[src/hw/oad_defines.svh]
`ifndef OAD_DEFINES_SVH
`define OAD_DEFINES_SVH
// Opcode values of the specially decoded instructions, the first five with legality checks
`define OAD_OPC_HALT 8'h00
`define OAD_OPC_LOAD_CTX 8'h06
`define OAD_OPC_SAVE_CTX 8'h07
`define OAD_OPC_WR_PREG 8'hda
`define OAD_OPC_RD_PREG 8'hdb
`define OAD_OPC_POLY_F 8'h55
`define OAD_OPC_CALL_STK 8'hfb
`define OAD_OPC_PROBE_RD 8'h0c
`define OAD_OPC_PROBE_WR 8'h0d
`define OAD_OPC_BIT_SET_SET 8'he2
`define OAD_OPC_BIT_CLR_CLR 8'he5
`define OAD_OPC_LOCK_BIT_SET 8'he6
`define OAD_OPC_LOCK_BIT_CLR 8'he7
// Access type letters
`define OAD_ACC_A 3'h0
`define OAD_ACC_B 3'h1
`define OAD_ACC_M 3'h2
`define OAD_ACC_R 3'h3
`define OAD_ACC_V 3'h4
`define OAD_ACC_W 3'h5
// Implied register block written by single polynomial
`define OAD_POLY_REG_MASK 16'h000f
// Access mode and branch condition encodings
`define OAD_MODE_KERNEL 2'h0
`define OAD_COND_CARRY_SET 4'h6
`define OAD_COND_UNSIGNED_BELOW 4'h7
`define OAD_COND_CARRY_ZERO 4'h8
`define OAD_COND_UNSIGNED_NOT_BELOW 4'h9
`endif

[src/hw/oad_pkg.sv]
package oad_pkg;
    typedef enum logic [3:0] {
        DT_BYTE, DT_WORD, DT_LONG, DT_QUAD, DT_OCTA,
        DT_FLT_F, DT_FLT_D, DT_FLT_G, DT_FLT_H, DT_FIELD, DT_FIRST, DT_SECOND
    } oad_dtype_t;

    typedef struct packed {
        logic [2:0] acc;
        oad_dtype_t dtype;
        logic reg_mode;
        logic [3:0] reg_num;
    } oad_spec_t;

    typedef struct packed {
        logic fetch;
        logic store;
        logic addr_out;
        logic branch;
        logic reg_pair;
        logic [3:0] reg_hi;
        logic [4:0] size_bytes;
        oad_dtype_t eff_dtype;
    } oad_opdec_t;

    typedef struct packed {
        logic [7:0] opcode;
        logic [1:0] cur_mode;
        logic on_int_stack;
        logic [3:0] cond;
        logic addend_neg;
        oad_dtype_t dt_first;
        oad_dtype_t dt_second;
    } oad_instr_t;
endpackage : oad_pkg

[src/hw/oad_operand_dec.sv]
`timescale 1ns/100ps
`include "oad_defines.svh"
module oad_operand_dec (
    input oad_pkg::oad_spec_t spec,
    input oad_pkg::oad_dtype_t dt_first,
    input oad_pkg::oad_dtype_t dt_second,
    output oad_pkg::oad_opdec_t dec
);
    import oad_pkg::*;
    oad_dtype_t dt;
    always_comb begin
        dt = spec.dtype;
        if (spec.dtype == DT_FIRST) begin
            dt = dt_first;
        end else if (spec.dtype == DT_SECOND) begin
            dt = dt_second;
        end
        dec = '0;
        dec.eff_dtype = dt;
        case (dt)
            DT_BYTE: dec.size_bytes = 5'h01;
            DT_WORD: dec.size_bytes = 5'h02;
            DT_LONG, DT_FLT_F, DT_FIELD: dec.size_bytes = 5'h04;
            DT_QUAD, DT_FLT_D, DT_FLT_G: dec.size_bytes = 5'h08;
            DT_OCTA, DT_FLT_H: dec.size_bytes = 5'h10;
            default: dec.size_bytes = 5'h04;
        endcase
        case (spec.acc)
            `OAD_ACC_A: dec.addr_out = 1'b1;
            `OAD_ACC_B: dec.branch = 1'b1;
            `OAD_ACC_M: begin
                dec.fetch = 1'b1;
                dec.store = 1'b1;
            end
            `OAD_ACC_R: dec.fetch = 1'b1;
            `OAD_ACC_W: dec.store = 1'b1;
            `OAD_ACC_V: begin
                if (spec.reg_mode) begin
                    dec.reg_pair = 1'b1;
                    dec.reg_hi = spec.reg_num + 4'h1;
                end else begin
                    dec.addr_out = 1'b1;
                end
            end
            default: dec = '0;
        endcase
    end
endmodule : oad_operand_dec

[src/hw/oad_cond_dec.sv]
`timescale 1ns/100ps
`include "oad_defines.svh"
module oad_cond_dec (
    input logic [3:0] cond,
    output logic carry_test,
    output logic carry_level
);
    // Aliased mnemonics collapse into one carry test
    always_comb begin
        carry_test = 1'b0;
        carry_level = 1'b0;
        case (cond)
            `OAD_COND_CARRY_SET, `OAD_COND_UNSIGNED_BELOW: begin
                carry_test = 1'b1;
                carry_level = 1'b1;
            end
            `OAD_COND_CARRY_ZERO, `OAD_COND_UNSIGNED_NOT_BELOW: begin
                carry_test = 1'b1;
                carry_level = 1'b0;
            end
            default: carry_test = 1'b0;
        endcase
    end
endmodule : oad_cond_dec

[src/hw/oad_decoder.sv]
`timescale 1ns/100ps
`include "oad_defines.svh"
// Operation
// - Opcode zero halts in kernel mode, faults in any other mode
// - load_context_op legal only on the interrupt stack
// - save_context_op, write_proc_reg_op, read_proc_reg_op legal only in kernel
// - add_compare_loop_op tests LE on positive addend, GE on negative
// - Address access: no fetch, pass effective address sized by type
// - Data type sets operand size for address calculation
// - Branch access: no memory reference, displacement width from type
// - Modify reads and writes; read access only reads
// - Write access only writes, never reads
// - Field access: address unless register mode, then pair n+1:n
// - Descriptor is name, access letter, data letter
// - unsigned_below_cond and carry set are one carry-set test
// - unsigned_not_below_cond and carry_zero_cond test carry clear
// - unlocked_bit_branch_op modifies bit without interlock
// - locked_bit_branch_op read and write are one interlocked sequence
// - poly_eval_single_op writes registers 0 to 3 implicitly
// - stack_arg_call_op reads count and address, pushes frame longwords
// - Probe instructions check access, transfer no operand data
// - Data letters give sizes and formats, plus first/second type
module oad_decoder (
    input wire logic CLK,
    input wire logic RST_N,
    input wire logic CE,
    input wire logic VALID,
    input oad_pkg::oad_instr_t INSTR,
    input oad_pkg::oad_spec_t SPEC,
    output oad_pkg::oad_opdec_t OP_ATTR,
    output logic OUT_VALID,
    output logic HALT_REQ,
    output logic PRIV_FAULT,
    output logic WRITE_EN,
    output logic CARRY_TEST,
    output logic CARRY_LEVEL,
    output logic LOOP_TEST_LE,
    output logic BUS_LOCK,
    output logic BIT_MODIFY,
    output logic [15:0] IMPL_REG_WR,
    output logic FRAME_PUSH,
    output logic PROBE_ONLY
);
    import oad_pkg::*;

    ////////////////////////////////////////////////////////////////////////
    oad_opdec_t op_dec_c;
    logic carry_test_c;
    logic carry_level_c;

    oad_operand_dec u_opdec (
        .spec(SPEC),
        .dt_first(INSTR.dt_first),
        .dt_second(INSTR.dt_second),
        .dec(op_dec_c)
    );

    oad_cond_dec u_cond (
        .cond(INSTR.cond),
        .carry_test(carry_test_c),
        .carry_level(carry_level_c)
    );

    ////////////////////////////////////////////////////////////////////////
    oad_opdec_t op_dec_ff;
    oad_opdec_t nxt_op_dec;
    logic valid_ff;
    logic nxt_valid;
    logic halt_ff;
    logic nxt_halt;
    logic fault_ff;
    logic nxt_fault;
    logic wen_ff;
    logic nxt_wen;
    logic ctest_ff;
    logic nxt_ctest;
    logic clevel_ff;
    logic nxt_clevel;
    logic loop_le_ff;
    logic nxt_loop_le;
    logic lock_ff;
    logic nxt_lock;
    logic bitmod_ff;
    logic nxt_bitmod;
    logic [15:0] impl_ff;
    logic [15:0] nxt_impl;
    logic frame_ff;
    logic nxt_frame;
    logic probe_ff;
    logic nxt_probe;
    logic kernel;
    logic illegal;

    ////////////////////////////////////////////////////////////////////////
    // Legality of the opcode in the current mode and stack
    always_comb begin
        kernel = (INSTR.cur_mode == `OAD_MODE_KERNEL);
        illegal = 1'b0;
        case (INSTR.opcode)
            `OAD_OPC_HALT: begin
                illegal = ~kernel;
            end
            `OAD_OPC_LOAD_CTX: begin
                illegal = ~INSTR.on_int_stack;
            end
            `OAD_OPC_SAVE_CTX, `OAD_OPC_WR_PREG, `OAD_OPC_RD_PREG: begin
                illegal = ~kernel;
            end
            default: begin
                illegal = 1'b0;
            end
        endcase
    end

    ////////////////////////////////////////////////////////////////////////
    // Operand and instruction class group
    always_comb begin
        nxt_halt = 1'b0;
        nxt_lock = 1'b0;
        nxt_bitmod = 1'b0;
        nxt_impl = 16'h0000;
        nxt_frame = 1'b0;
        nxt_probe = 1'b0;
        nxt_op_dec = op_dec_c;
        case (INSTR.opcode)
            `OAD_OPC_HALT: begin
                nxt_halt = kernel;
            end
            `OAD_OPC_BIT_SET_SET, `OAD_OPC_BIT_CLR_CLR: begin
                nxt_bitmod = 1'b1;
            end
            `OAD_OPC_LOCK_BIT_SET, `OAD_OPC_LOCK_BIT_CLR: begin
                nxt_bitmod = 1'b1;
                nxt_lock = 1'b1;
            end
            `OAD_OPC_POLY_F: begin
                nxt_impl = `OAD_POLY_REG_MASK;
            end
            `OAD_OPC_CALL_STK: begin
                nxt_frame = 1'b1;
            end
            `OAD_OPC_PROBE_RD, `OAD_OPC_PROBE_WR: begin
                nxt_probe = 1'b1;
                nxt_op_dec.fetch = 1'b0;
                nxt_op_dec.store = 1'b0;
            end
            default: begin
                nxt_halt = 1'b0;
            end
        endcase
        // Suppress every write of an illegal instruction; idle cycles keep their plain decode
        if (VALID && illegal) begin
            nxt_op_dec.store = 1'b0;
            nxt_impl = 16'h0000;
            nxt_frame = 1'b0;
            nxt_lock = 1'b0;
            nxt_bitmod = 1'b0;
        end
        nxt_valid = VALID;
        nxt_halt = VALID & nxt_halt;
        nxt_fault = VALID & illegal;
        nxt_wen = VALID & ~illegal & (nxt_op_dec.store | nxt_op_dec.reg_pair);
    end

    // Hold all state while the enable is low
    always_ff @(posedge CLK or negedge RST_N) begin
        if (!RST_N) begin
            op_dec_ff <= '0;
            valid_ff <= 1'b0;
            halt_ff <= 1'b0;
            fault_ff <= 1'b0;
            wen_ff <= 1'b0;
            lock_ff <= 1'b0;
            bitmod_ff <= 1'b0;
            impl_ff <= 16'h0000;
            frame_ff <= 1'b0;
            probe_ff <= 1'b0;
        end else if (CE) begin
            op_dec_ff <= nxt_op_dec;
            valid_ff <= nxt_valid;
            halt_ff <= nxt_halt;
            fault_ff <= nxt_fault;
            wen_ff <= nxt_wen;
            lock_ff <= nxt_lock;
            bitmod_ff <= nxt_bitmod;
            impl_ff <= nxt_impl;
            frame_ff <= nxt_frame;
            probe_ff <= nxt_probe;
        end
    end

    ////////////////////////////////////////////////////////////////////////
    // Condition and loop direction group, independent of legality
    always_comb begin
        nxt_ctest = carry_test_c;
        nxt_clevel = carry_level_c;
        nxt_loop_le = ~INSTR.addend_neg;
    end

    always_ff @(posedge CLK or negedge RST_N) begin
        if (!RST_N) begin
            ctest_ff <= 1'b0;
            clevel_ff <= 1'b0;
            loop_le_ff <= 1'b0;
        end else if (CE) begin
            ctest_ff <= nxt_ctest;
            clevel_ff <= nxt_clevel;
            loop_le_ff <= nxt_loop_le;
        end
    end

    assign OP_ATTR = op_dec_ff;
    assign OUT_VALID = valid_ff;
    assign HALT_REQ = halt_ff;
    assign PRIV_FAULT = fault_ff;
    assign WRITE_EN = wen_ff;
    assign CARRY_TEST = ctest_ff;
    assign CARRY_LEVEL = clevel_ff;
    assign LOOP_TEST_LE = loop_le_ff;
    assign BUS_LOCK = lock_ff;
    assign BIT_MODIFY = bitmod_ff;
    assign IMPL_REG_WR = impl_ff;
    assign FRAME_PUSH = frame_ff;
    assign PROBE_ONLY = probe_ff;
endmodule : oad_decoder

[config.mk]
export PLATFORM = sky130hd
export DESIGN_NAME = oad_decoder
export DESIGN_NICKNAME = d
export VERILOG_FILES = /design/src/hw/oad_pkg.sv /design/src/hw/oad_operand_dec.sv /design/src/hw/oad_cond_dec.sv /design/src/hw/oad_decoder.sv
export VERILOG_INCLUDE_DIRS = /design/src /design/src/hw
export SDC_FILE = /design/constraint.sdc
export NUM_CORES = 1
export LEC_CHECK = 0
export ABC_AREA = 0
export BUFFER_PORTS_ARGS = -buffer_cell sky130_fd_sc_hd__buf_2
export CAP_MARGIN = 25
export CORE_MARGIN = 1
export CORE_UTILIZATION = 33
export CTS_CLUSTER_SIZE = 10
export DETAILED_ROUTE_END_ITERATION = 10
export GPL_ROUTABILITY_DRIVEN = 0
export HOLD_SLACK_MARGIN = 0.1
export MAX_ROUTING_LAYER = met4
export PLACE_DENSITY = 0.63
export SETUP_SLACK_MARGIN = 0.2
export SLEW_MARGIN = 25
export SYNTH_ARGS = -nofsm -noshare
export SYNTH_HDL_FRONTEND = slang
export SYNTH_SLANG_ARGS = --single-unit
[constraint.sdc]
create_clock -name CLK -period 1 [get_ports CLK]
set_input_delay 0.1 -clock CLK [delete_from_list [all_inputs] [get_ports CLK]]
set_output_delay 0.1 -clock CLK [all_outputs]
set_load 0.02 [all_outputs]
# ---- Yosys cells after proc, flatten, opt, wreduce, memory -nomap -nowiden
# Memories as Yosys holds them, arrays and structs flattened.
# Index checks and enable logic that the tools add are counted.
dict set report word_totals {
  register_bits 45
  latch_bits 0
  ram_bits 0
  rom_bits 80
  output_inout_bits 45
  memories 1
}
dict set report classes {
  add_sub_neg 1
  n_mul 0
  div_mod_pow 0
  n_lt_le_gt_ge 0
  eq_ne 23
  shifts 0
  mux 25
  n_bitwise 9
  n_reduce_logical 13
}
# memory words word_bits rd rd_clocked_by_memory_dff write_ports line
set memory_table {}
lappend memory_table {{(no name shown)} 16 5 1 0 0 oad_operand_dec.sv:20} ;# case (dt)
# cell count
set op_table {}
lappend op_table {{8-bit == test, second input constant} 7}
lappend op_table {{4-bit == test, second input constant} 4}
lappend op_table {{8-bit by 3-bit == test with 1-bit output, second input constant} 2}
lappend op_table {{8-bit by 4-bit == test with 1-bit output, second input constant} 2}
lappend op_table {{16-bit two-way mux} 1}
lappend op_table {{1-bit two-way mux} 15}
lappend op_table {{4-bit two-way mux} 3}
lappend op_table {{4-bit OR reduction} 3}
lappend op_table {{5-bit two-way mux} 2}
lappend op_table {{2-bit OR reduction} 5}
lappend op_table {{9-bit two-way mux} 1}
lappend op_table {{4-bit by 3-bit == test with 1-bit output, second input constant} 2}
lappend op_table {{8-bit by 7-bit == test with 1-bit output, second input constant} 1}
lappend op_table {{8-bit zero test} 1}
lappend op_table {{3-bit by 2-bit == test with 1-bit output, second input constant} 2}
lappend op_table {{3-bit == test, second input constant} 2}
lappend op_table {{6-bit OR reduction} 1}
lappend op_table {{4-bit by 1-bit adder with 4-bit output, second input constant} 1}
lappend op_table {{1-bit bitwise AND} 4}
lappend op_table {{1-bit NOT} 4}
lappend op_table {{1-bit case mux with 2 select lines} 2}
lappend op_table {{3-bit by 1-bit == test with 1-bit output, second input constant} 1}
lappend op_table {{3-bit zero test} 1}
lappend op_table {{2-bit zero test} 1}
lappend op_table {{3 further kinds} 3}

# ---- Depth between registers and ports, before layout
# Gate-level depths: netlist of the first run.
dict set report depth {
  word_depth 7
  mapped_depth 5
  mapped_depth_nobuf 5
}

# ---- By module
# Synthesis of the first run repeated with hierarchy kept, for this count alone.
dict set report unflattened {
  hier_cells 170
  area_unflattened_um2 1769.2
}
# module n_inst cells_per_inst area_each_um2
set modules_own_cells {}
lappend modules_own_cells {oad_decoder 1 119 1427.6}
lappend modules_own_cells {oad_operand_dec 1 48 319.1}
lappend modules_own_cells {oad_cond_dec 1 3 22.5}

# ---- Worst setup path before layout of the first run
# No wires, ideal clock.
dict set report synth_path {
  path_type {input to register}
  startpoint {in SPEC[5] (netlist bit)}
  endpoint {reg op_dec_ff (netlist bit OP_ATTR[6])}
  t_arrival_ns 1.064
  required_ns 0.871
  path_slack_ns -0.193
  path_stages 5
  path_buffers 0
  path_cell_list {mux2_4 o31ai_4 o21ai_2 a221oi_2 o22ai_2}
}
dict set report synth_via {
  elab_chain_cells 5
}
# element line
set synth_lines {}
lappend synth_lines {{start, declared} oad_decoder.sv:29} ;# input oad_pkg::oad_spec_t SPEC,
lappend synth_lines {{4-bit == test} oad_operand_dec.sv:15} ;# end else if (spec.dtype == DT_SECOND) begin
lappend synth_lines {{4-bit two-way mux} oad_operand_dec.sv:15}
lappend synth_lines {{4-bit two-way mux (*)} oad_operand_dec.sv:13} ;# if (spec.dtype == DT_FIRST) begin
lappend synth_lines {{memory read 16 x 5 bit (*)} --}
lappend synth_lines {{9-bit two-way mux (*)} oad_operand_dec.sv:28} ;# case (spec.acc)
lappend synth_lines {{end signal, assigned} oad_decoder.sv:179} ;# op_dec_ff <= nxt_op_dec;
lappend synth_lines {{end, declared} oad_decoder.sv:65} ;# oad_opdec_t op_dec_ff;
# Mark *: on every way between the ends. The rest lies on a longest branch, timed or not.
# A chain may end at the register's enable or synchronous reset.

# ---- Worst setup path in the final report of the first run
# Ends and elaborated chain as after synthesis.

==> key figures, run 1 <==
Logic synthesis
  – Flops & latches, synth: 30
  – Post-synth EDFFs: 0
  – Synth Flop Type: dfrtp_1
  – Top-count cell post-synth: dfrtp_1
  – Synth top area share: 0.4383
  – Synth Cell Area: 1713 um^2
  – Largest cells by area after synthesis: dfrtp_1 (44%), buf_4 (6.6%), inv_1 (5.9%)
  – Register area share after synthesis: 0.4383
  – Cell taking the most area after synthesis: dfrtp_1
  – Syn Area/Cell: 9.463 um^2
  – Yosys cell types: 39
  – Synthesized instance count: 181
  – Async S/R FF share, synth: 1.000
  – Ys Warns: 0
  – Most common library cells after synthesis: dfrtp_1 (30), inv_1 (27), buf_4 (15)

Critical path
  – CP max FO: 4
  – Crit Path Class: primary input to register
  – Startpoint class of the critical path: primary input
  – Data required time of the worst path: 1.15 ns
  – Endpoint class of the critical path: register
  – Worst Path Arrival: 1.19 ns

Clocking
  – Reg clk slew, reported paths: 0.06 ns
  – TritonCTS Buffers: 5
  – Clock Latency Late Sink: 0.28 ns
  – CTS root buffer: clkbuf_8
  – Htree depth: 2
  – Max clock buf depth: 2
  – Clock sinks: 30
  – CTS tree: yes

Layout
  – Area grow syn2layout: 72.61%
  – Nets: 342
  – Layout Utilization: 0.6098
  – Max FFs per register: 18
  – Diodes inserted: 0
  – Layout cells sized above 1: 0.5331
  – Final Cell Area: 2957 um^2

Power
  – Static leakage: 1.448 nW
  – Pwr Density: 1104 nW/um^2
  – Max VDD drop: 0.0008013 V

Routing
  – Drt first pass iters: 4
  – DRC: 0
  – DR iter-0 viols: 33
  – Total number of vias: 1686
  – Total wire length: 4515 um
  – Vias per cell: 4.569
  – Post-DRT Antenna Nets: 0
  – WL per Instance: 12.24 um

Worst hold path
  – Hold Path Class: primary input to register

Place
  – # port buffers: 71
  – DP Area: 2336 um^2
  – HPWL after DPL: 3092 um

GRT
  – Gr usage total: 0.1699
  – First-pass GRT wire length: 6865 um
  – Pin count of the biggest net entering global routing: 32
  – Vias in the first global route: 1521
  – Gr ovfl total: 0
  – Initial antenna violation count: 0

Die
  – Site Rows: 25
  – Die extent in y: 74.05 um
  – Core ar.: 4848 um^2
  – I/O Pins: 85
  – Die width: 74.05 um
  – Die ar.: 5483 um^2
  – Starting Density: 0.3533

Timing
  – Endpoints failing setup: 2
  – Max-slew violations: 0
  – Setup Skew: 0 ns
  – Final worst path period need: 1.036 ns
  – Fmax: 964.9 MHz
  – Fin crit share: 1.036
  – RSZ-0062 raised after global routing: yes
  – PnR worst setup slack: -0.03643 ns
  – Final hold vios: 0

Status
  – Violated checks: setup timing
  – Status: finished, violations left

Job
  – Maxcap violations: 0
-- timing repair --
| item | 4_1_cts | 5_1_grt |
|---|---|---|
| pin swaps | 5 | 7 |
| hold buffers | 3 | 0 |
| endpoints found under the setup margin | 43 | 47 |
| hold endpoints to repair | 34 | 0 |
| buffers inserted | 9 | 10 |
| gates resized for setup | 81 | 27 |
-- routing by layer --
metal,share of wire,global-route usage,up-vias
li1,-,-,846
met1,0.44,0.2088,786
met2,0.51,0.2818,50
met3,0.040,0.03659,4
met4,0.010,0.04487,0
met5,0,-,-
-- report_power, final --
part	switching [mW]	internal, mW
clock	0.455	0.555
sequential	0.0500	1.28
combinational	0.456	0.466
total	0.961	2.30
-- critical path, cell delays in order --
cell and delay [ns]:
buf_8 0.10, mux2_4 0.30, o31ai_4 0.25, o21ai_2 0.10, a221oi_2 0.24, o22ai_2 0.09
-- per-stage QoR --
stage,setup TNS [ns],total power [mW],instances,setup slack [ns],hold slack (ns)
CTS,-0.01621,3.229,359,-0.01621,0.07704
global placement,-2.069,2.049,339,-0.3441,-0.002177
detailed placement,-2.257,2.057,339,-0.3720,0.0008768
global route,-0.1414,3.424,369,-0.06686,0.1149
floorplan,-0.3516,1.743,192,-0.1912,-0.1956
finish,-0.05194,3.265,369,-0.03643,0.1033
-- area by class of cell --
class | count | area (um^2)
Timing Repair Buffer | 122 | 1055
Multi-Input combinational cell | 115 | 870.8
Clock inverter | 1 | 5.005
Inverter | 27 | 101.3
Sequential cell | 30 | 754.5
Clock buffer | 7 | 86.33
Fill cell | 401 | 1892
Tap cell | 67 | 83.83
-- kinds of logic (layout without fill, tap and decap cells) --
logic type                 count (synthesis)  after routing  share of synthesized area
xor gates and xnor gates                   3              3                    0.01534
buffers and inverters                     47            157                     0.1476
and+or+nand+nor                           51             51                     0.1614
adders and majority gates                  1              1                   0.007303
AOI/OAI and AO/OA                         40             40                     0.1768
muxes                                      8              8                    0.05113
other                                      1             12                   0.002189
DFF                                       30             30                     0.4383
-- placed cells by master, fill, tap and decap left out, types with 4 or more instances in the layout --
master,count
o22ai_1,6
dfrtp_1,27
buf_6,41
nand2_1,9
buf_2,33
buf_4,39
inv_1,24
nor2_1,10
conb_1,12
o22ai_2,4
clkbuf_8,6
mux2i_1,4
o21ai_0,8
nand3_1,8
-- final timing paths --
path / start / to / slack, ns / depth (start not counted)
worst max-delay path: SPEC[5] / OP_ATTR[6] / -0.04 / 6
worst min-delay path: SPEC[11] / OP_ATTR[14] / 0.10 / 2
worst max register to register: OP_ATTR[16] / OP_ATTR[16] / 0.17 / 3
worst min register to register: PROBE_ONLY / PROBE_ONLY / 0.53 / 1
max in group asynchronous: RST_N / IMPL_REG_WR[2] / 0.35 / 3
min in group asynchronous: RST_N / OP_ATTR[11] / 0.23 / 2
Note: power is estimated with default switching activity, not from simulation.
==> run 2: changes to the inputs <==
--- a/config.mk
+++ b/config.mk
@@ -10,13 +10,13 @@
 export BUFFER_PORTS_ARGS = -buffer_cell sky130_fd_sc_hd__buf_2
 export CAP_MARGIN = 25
 export CORE_MARGIN = 1
-export CORE_UTILIZATION = 33
+export CORE_UTILIZATION = 40
 export CTS_CLUSTER_SIZE = 10
 export DETAILED_ROUTE_END_ITERATION = 10
 export GPL_ROUTABILITY_DRIVEN = 0
 export HOLD_SLACK_MARGIN = 0.1
 export MAX_ROUTING_LAYER = met4
-export PLACE_DENSITY = 0.63
+export PLACE_DENSITY = 0.73
 export SETUP_SLACK_MARGIN = 0.2
 export SLEW_MARGIN = 25
 export SYNTH_ARGS = -nofsm -noshare
==> key figures, run 2 (synthesis results as in run 1) <==
Place
  – # port buffers: 71 (unchanged)
  – HPWL after DPL: 3116 um (+0.80%)
  – Placed Cells: 321 (-5.3%)
  – Post-place setup slack: -0.4139 ns (-0.04188 ns)

Routing
  – Drt first pass iters: 4 (unchanged)
  – Total wire length: 4874 um (+8.0%)
  – DRC: 0 (unchanged)
  – Post-DRT Antenna Nets: 0 (unchanged)
  – WL per Instance: 14.05 um (+15%)
  – DR iter-0 viols: 137 (+320%)
  – Total number of vias: 1736 (+3.0%)
  – Vias per cell: 5.003 (+9.5%)

GRT
  – Gr ovfl total: 0 (unchanged)
  – Gr usage total: 0.2188 (+0.04888)
  – Initial antenna violation count: 0 (unchanged)
  – Vias in the first global route: 1628 (+7.0%)
  – Pin count of the biggest net entering global routing: 31 (-3.1%)
  – First-pass GRT wire length: 7176 um (+4.5%)

Critical path
  – Endpoint class of the critical path: register
  – Startpoint class of the critical path: primary input
  – CP max FO: 4 (unchanged)
  – Slowest CP cell: and4b_1
  – Crit Path Class: primary input to register
  – Data required time of the worst path: 1.15 ns (about the same)
  – Reg2reg path depth: 4 (+1)
  – Worst Path Arrival: 1.17 ns (-0.02 ns)
  – Worst path cell trace: buf_2 -> and4b_1 -> o32ai_4 -> nor2b_4 -> a221oi_2 -> o22ai_2
  – Worst path max stage delay: 0.29 ns (about the same)

Die
  – Site Rows: 23 (-8.0%)
  – Die width: 67.44 um (-8.9%)
  – Die ar.: 4548 um^2 (-17%)
  – Starting Density: 0.4221 (+0.06885)
  – Core ar.: 4058 um^2 (-16%)
  – Die extent in y: 67.44 um (-8.9%)
  – I/O Pins: 85 (unchanged)

Power
  – Pwr Density: 1103 nW/um^2 (-0.12%)
  – Tot Pwr: 3.205 mW (-1.8%)
  – Max VDD drop: 0.0009280 V (+16%)
  – Static leakage: 1.418 nW (-2.1%)

Worst hold path
  – Worst Hold Path Cells: 2 (unchanged)
  – Hold Path Class: primary input to register

Layout
  – Diodes inserted: 0 (unchanged)
  – Max FFs per register: 18 (unchanged)
  – Commonest non-fill, non-tap cell in the layout: buf_6
  – Layout cells sized above 1: 0.5421 (+0.008975)
  – Area grow syn2layout: 69.69%
  – Layout Utilization: 0.7163 (+0.1065)
  – Most frequent cells in the layout: buf_6 (41), buf_2 (34), buf_4 (32), dfrtp_1 (27), inv_1 (24)
  – Final Non-Filler Cells: 347 (-6.0%)
  – Nets: 337 (-1.5%)

Clocking
  – TritonCTS Buffers: 5 (unchanged)
  – Max clock buf depth: 2 (unchanged)
  – Clock Latency Late Sink: 0.27 ns (about the same)
  – Htree depth: 2 (unchanged)
  – CTS root buffer: clkbuf_8
  – Reg clk slew, reported paths: 0.07 ns (about the same)
  – CTS tree: yes
  – Hold Buf Count CTS: 3 (unchanged)
  – Clock sinks: 30 (unchanged)

Timing
  – Setup Skew: 0 ns (unchanged)
  – Final worst path period need: 1.023 ns (-0.01329 ns)
  – Final hold vios: 0 (unchanged)
  – Max-slew violations: 0 (unchanged)
  – PnR worst setup slack: -0.02313 ns (+0.01329 ns)
  – Fin crit share: 1.023 (-0.01329)
  – Fmax: 977.4 MHz (+1.3%)
  – RSZ-0062 raised after global routing: yes
  – Endpoints failing setup: 2 (unchanged)

Status
  – Violated checks: setup timing
  – Status: finished, violations left

Job
  – Maxcap violations: 0 (unchanged)
## run 2: cell types whose count changed in the layout (fill, tap and decap cells not counted), sizes merged
cell    delta
buf        -5
clkbuf     -1
clkinv     +1
## run 2: what timing repair did
item | 4_1_cts | 5_1_grt
setup buffers | 9 | 6
resized for setup | 82 | 30
gates cloned | 0 | 0
endpoints found under the setup margin | 45 | 51
pin swaps | 4 | 6
hold endpoints to repair | 34 | 1
## run 2: worst paths after layout
kind                             startpoint             end  slack, ns
worst min register to register  CARRY_LEVEL     CARRY_LEVEL       0.53
max in group asynchronous             RST_N  IMPL_REG_WR[2]       0.51
worst max register to register   FRAME_PUSH      FRAME_PUSH       0.14
min in group asynchronous             RST_N     OP_ATTR[11]       0.30
worst max-delay path                SPEC[7]      OP_ATTR[6]      -0.02
worst min-delay path               SPEC[11]     OP_ATTR[14]       0.08
## run 2: per-stage QoR
step	setup TNS (ns)	instance area [um^2]	hold WS, ns
CTS	-0.2427	2769	0.07753
global route	-0.1654	2907	0.07569
global placement	-2.274	2320	0.06160
floorplan	-0.3516	1794	-0.1956
finish	-0.03252	2907	0.07896
detailed placement	-2.640	2320	0.06492
## run 2: worst max-delay path: cells and delay by family
kind | cells | cell delay (ns)
buffers and inverters | 1 | 0.13
and+or+nand+nor | 2 | 0.44
AOI/OAI and AO/OA | 3 | 0.50
## run 2: where the power goes
part           switching [mW]  total, mW  leakage (nW)  internal [mW]
Clock                   0.447      0.928        0.0450          0.481
Sequential             0.0558       1.34         0.395           1.28
Combinational           0.468      0.939         0.978          0.471
## run 2: routing by layer
metal	part of all wire	wire length (um)	vias to the layer above	global-route usage
li1	-	-	840	-
met1	0.38	1846	818	0.2532
met2	0.55	2702	68	0.3788
met3	0.047	231	10	0.03547
met4	0.019	95	0	0.07979
met5	0	0	-	-
## run 2: final cells by class
class	instances	area [um^2]
clock inverter	2	10.01
tap	50	62.56
sequential	30	754.5
clock buffer	6	72.57
timing repair buffer	117	1027
fill	303	1151
multi-input combinational	115	878.3
inverter	27	101.3
==> run 3: changes to the inputs <==
--- a/config.mk
+++ b/config.mk
@@ -9,6 +9,7 @@
 export ABC_AREA = 0
 export BUFFER_PORTS_ARGS = -buffer_cell sky130_fd_sc_hd__buf_2
 export CAP_MARGIN = 25
+export CORE_ASPECT_RATIO = 1.1
 export CORE_MARGIN = 1
 export CORE_UTILIZATION = 40
 export CTS_CLUSTER_SIZE = 10
==> constraint.sdc (replaced) <==
create_clock -name CLK -period 1 [get_ports CLK]
set_input_delay 0.1 -clock CLK [delete_from_list [all_inputs] [get_ports CLK]]
set_output_delay 0.1 -clock CLK [all_outputs]
set_load 0.05 [all_outputs]
==> key figures, run 3 (synthesis results as in run 1) <==
Die
  – Core ar.: 4024 um^2 (-0.83%)
  – I/O Pins: 85 (unchanged)
  – Die width: 64.40 um (-4.5%)
  – Die extent in y: 70.63 um (+4.7%)
  – Starting Density: 0.4257 (+0.003544)
  – Die ar.: 4548 um^2 (about the same)
  – Site Rows: 24 (+4.3%)

Layout
  – Number of fillers in the final layout: 306 (+0.99%)
  – Layout cells sized above 1: 0.6062 (+0.06408)
  – Commonest non-fill, non-tap cell in the layout: buf_2
  – Layout Utilization: 0.7404 (+0.02405)
  – Most frequent cells in the layout: buf_2 (33), buf_4 (30), buf_8 (27), dfrtp_2 (24), inv_1 (24)
  – Final Non-Filler Cells: 344 (-0.86%)
  – Area grow syn2layout: 73.92%
  – Register area: 780.7 um^2 (+3.5%)
  – Max FFs per register: 18 (unchanged)
  – Multi-input gate area: 884.6 um^2 (+0.71%)
  – Diodes inserted: 0 (unchanged)
  – Nets: 332 (-1.5%)

Routing
  – Post-DRT Antenna Nets: 0 (unchanged)
  – Drt first pass iters: 4 (unchanged)
  – DRC: 0 (unchanged)
  – DR iter-0 viols: 53 (-61%)
  – WL per Instance: 15.08 um (+7.3%)
  – Total wire length: 5186 um (+6.4%)
  – Total number of vias: 1768 (+1.8%)
  – Vias per cell: 5.140 (+2.7%)

Clocking
  – Clock Latency Late Sink: 0.28 ns (about the same)
  – Hold Buf Count CTS: 3 (unchanged)
  – Htree depth: 2 (unchanged)
  – Max clock buf depth: 2 (unchanged)
  – Reg clk slew, reported paths: 0.07 ns (about the same)
  – TritonCTS Buffers: 5 (unchanged)
  – CTS tree: yes
  – Clock sinks: 30 (unchanged)
  – CTS root buffer: clkbuf_8

Power
  – Static leakage: 1.379 nW (-2.7%)
  – Pwr Density: 1198 nW/um^2 (+8.6%)
  – Max VDD drop: 0.0006317 V (-32%)
  – Tot Pwr: 3.568 mW (+11%)

GRT
  – Initial antenna violation count: 0 (unchanged)
  – Pin count of the biggest net entering global routing: 19 (-39%)
  – First-pass GRT wire length: 8017 um (+12%)
  – Gr ovfl total: 0 (unchanged)
  – Vias in the first global route: 1835 (+13%)
  – Gr usage total: 0.2356 (+0.01685)

Timing
  – Fin crit share: 1.104 (+0.08091)
  – PnR worst setup slack: -0.1040 ns (-0.08091 ns)
  – Min Hold Slack: 0.07844 ns (-0.0005210 ns)
  – Max-slew violations: 0 (unchanged)
  – RSZ-0062 raised after global routing: yes
  – Fmax: 905.8 MHz (-7.3%)
  – Final hold vios: 0 (unchanged)
  – Endpoints failing setup: 3 (+1)
  – Final setup TNS: -0.1524 ns (-0.1199 ns)
  – Final worst path period need: 1.104 ns (+0.08091 ns)
  – Setup Skew: 0 ns (unchanged)

Critical path
  – Worst path max stage delay: 0.30 ns (about the same)
  – Crit Path Class: primary input to register
  – Worst path cell trace: buf_8 -> mux2_4 -> o31ai_4 -> buf_4 -> buf_6 -> xor2_2 -> o22ai_1
  – Data required time of the worst path: 1.16 ns (about the same)
  – CP max FO: 5 (+1)
  – Endpoint class of the critical path: register
  – Startpoint class of the critical path: primary input
  – Worst Path Arrival: 1.27 ns (+0.10 ns)
  – Slowest CP cell: mux2_4

Place
  – Placed Cells: 324 (+0.93%)
  – # port buffers: 71 (unchanged)
  – HPWL after DPL: 3208 um (+2.9%)

Status
  – Status: finished, violations left
  – Violated checks: setup timing

Job
  – Maxcap violations: 0 (unchanged)

Worst hold path
  – Hold Path Class: primary input to register
==> run 3: changes by cell type in the layout (fill, tap and decap cells not counted), moves of 2 or more <==
cell	change
o21ai_0	+3
buf_6	-24
o21ai_1	-2
dfrtp_2	+21
dfrtp_1	-21
buf_4	-2
buf_12	-2
mux2i_1	+2
buf_8	+24
clkinv_2	-2
==> run 3: worst max-delay path: cells and delay by family <==
kind / cells / cell delay (ns)
xor gates and xnor gates: 1 / 0.14
AOI/OAI and AO/OA: 2 / 0.35
muxes: 1 / 0.30
buffers and inverters: 3 / 0.37
==> run 3: timing repair <==
action | in CTS | in global routing
endpoints found under the setup margin | 44 | 48
endpoints found under the hold margin | 33 | 1
buffers inserted | 6 | 3
resized for setup | 111 | 23
pin swaps | 11 | 10
==> run 3: worst paths after layout <==
kind                            start              to  slack [ns]  cells past startpoint
setup reg to reg           PRIV_FAULT      PRIV_FAULT        0.15                      2
hold / removal               SPEC[11]     OP_ATTR[14]        0.08                      2
hold reg to reg              HALT_REQ        HALT_REQ        0.54                      2
max in group asynchronous       RST_N      PRIV_FAULT        0.31                      3
min in group asynchronous       RST_N  IMPL_REG_WR[2]        0.26                      2
setup / recovery              SPEC[5]      OP_ATTR[8]       -0.10                      7
==> run 3: layout make-up <==
type,count,area share
clock buffers,8,0.03024
inverters,27,0.03402
multi-input cells,115,0.2969
flip-flops and latches,30,0.2621
well taps,52,0.02184
repair buffers,112,0.3549
==> run 3: metrics by stage <==
stage / worst slack [ns] / cell area, um^2
floorplan: -0.1912 / 1847
CTS: -0.02946 / 2872
finish: -0.1040 / 2979
global placement: -0.3317 / 2332
detailed placement: -0.3770 / 2332
global route: -0.1263 / 2979
==> run 3: where the power goes <==
part           leakage, nW  internal [mW]  switching [mW]
combinational        0.970          0.501           0.695
sequential           0.364           1.29          0.0652
clock               0.0455          0.561           0.455
total                 1.38           2.35            1.21
==> run 3: layer usage <==
| metal | up-vias | wire length, um | global-route usage |
|---|---|---|---|
| li1 | 819 | - | - |
| met1 | 873 | 1871 | 0.2407 |
| met2 | 70 | 2978 | 0.4433 |
| met3 | 6 | 263 | 0.05484 |
| met4 | 0 | 73 | 0.06173 |
| met5 | - | 0 | - |
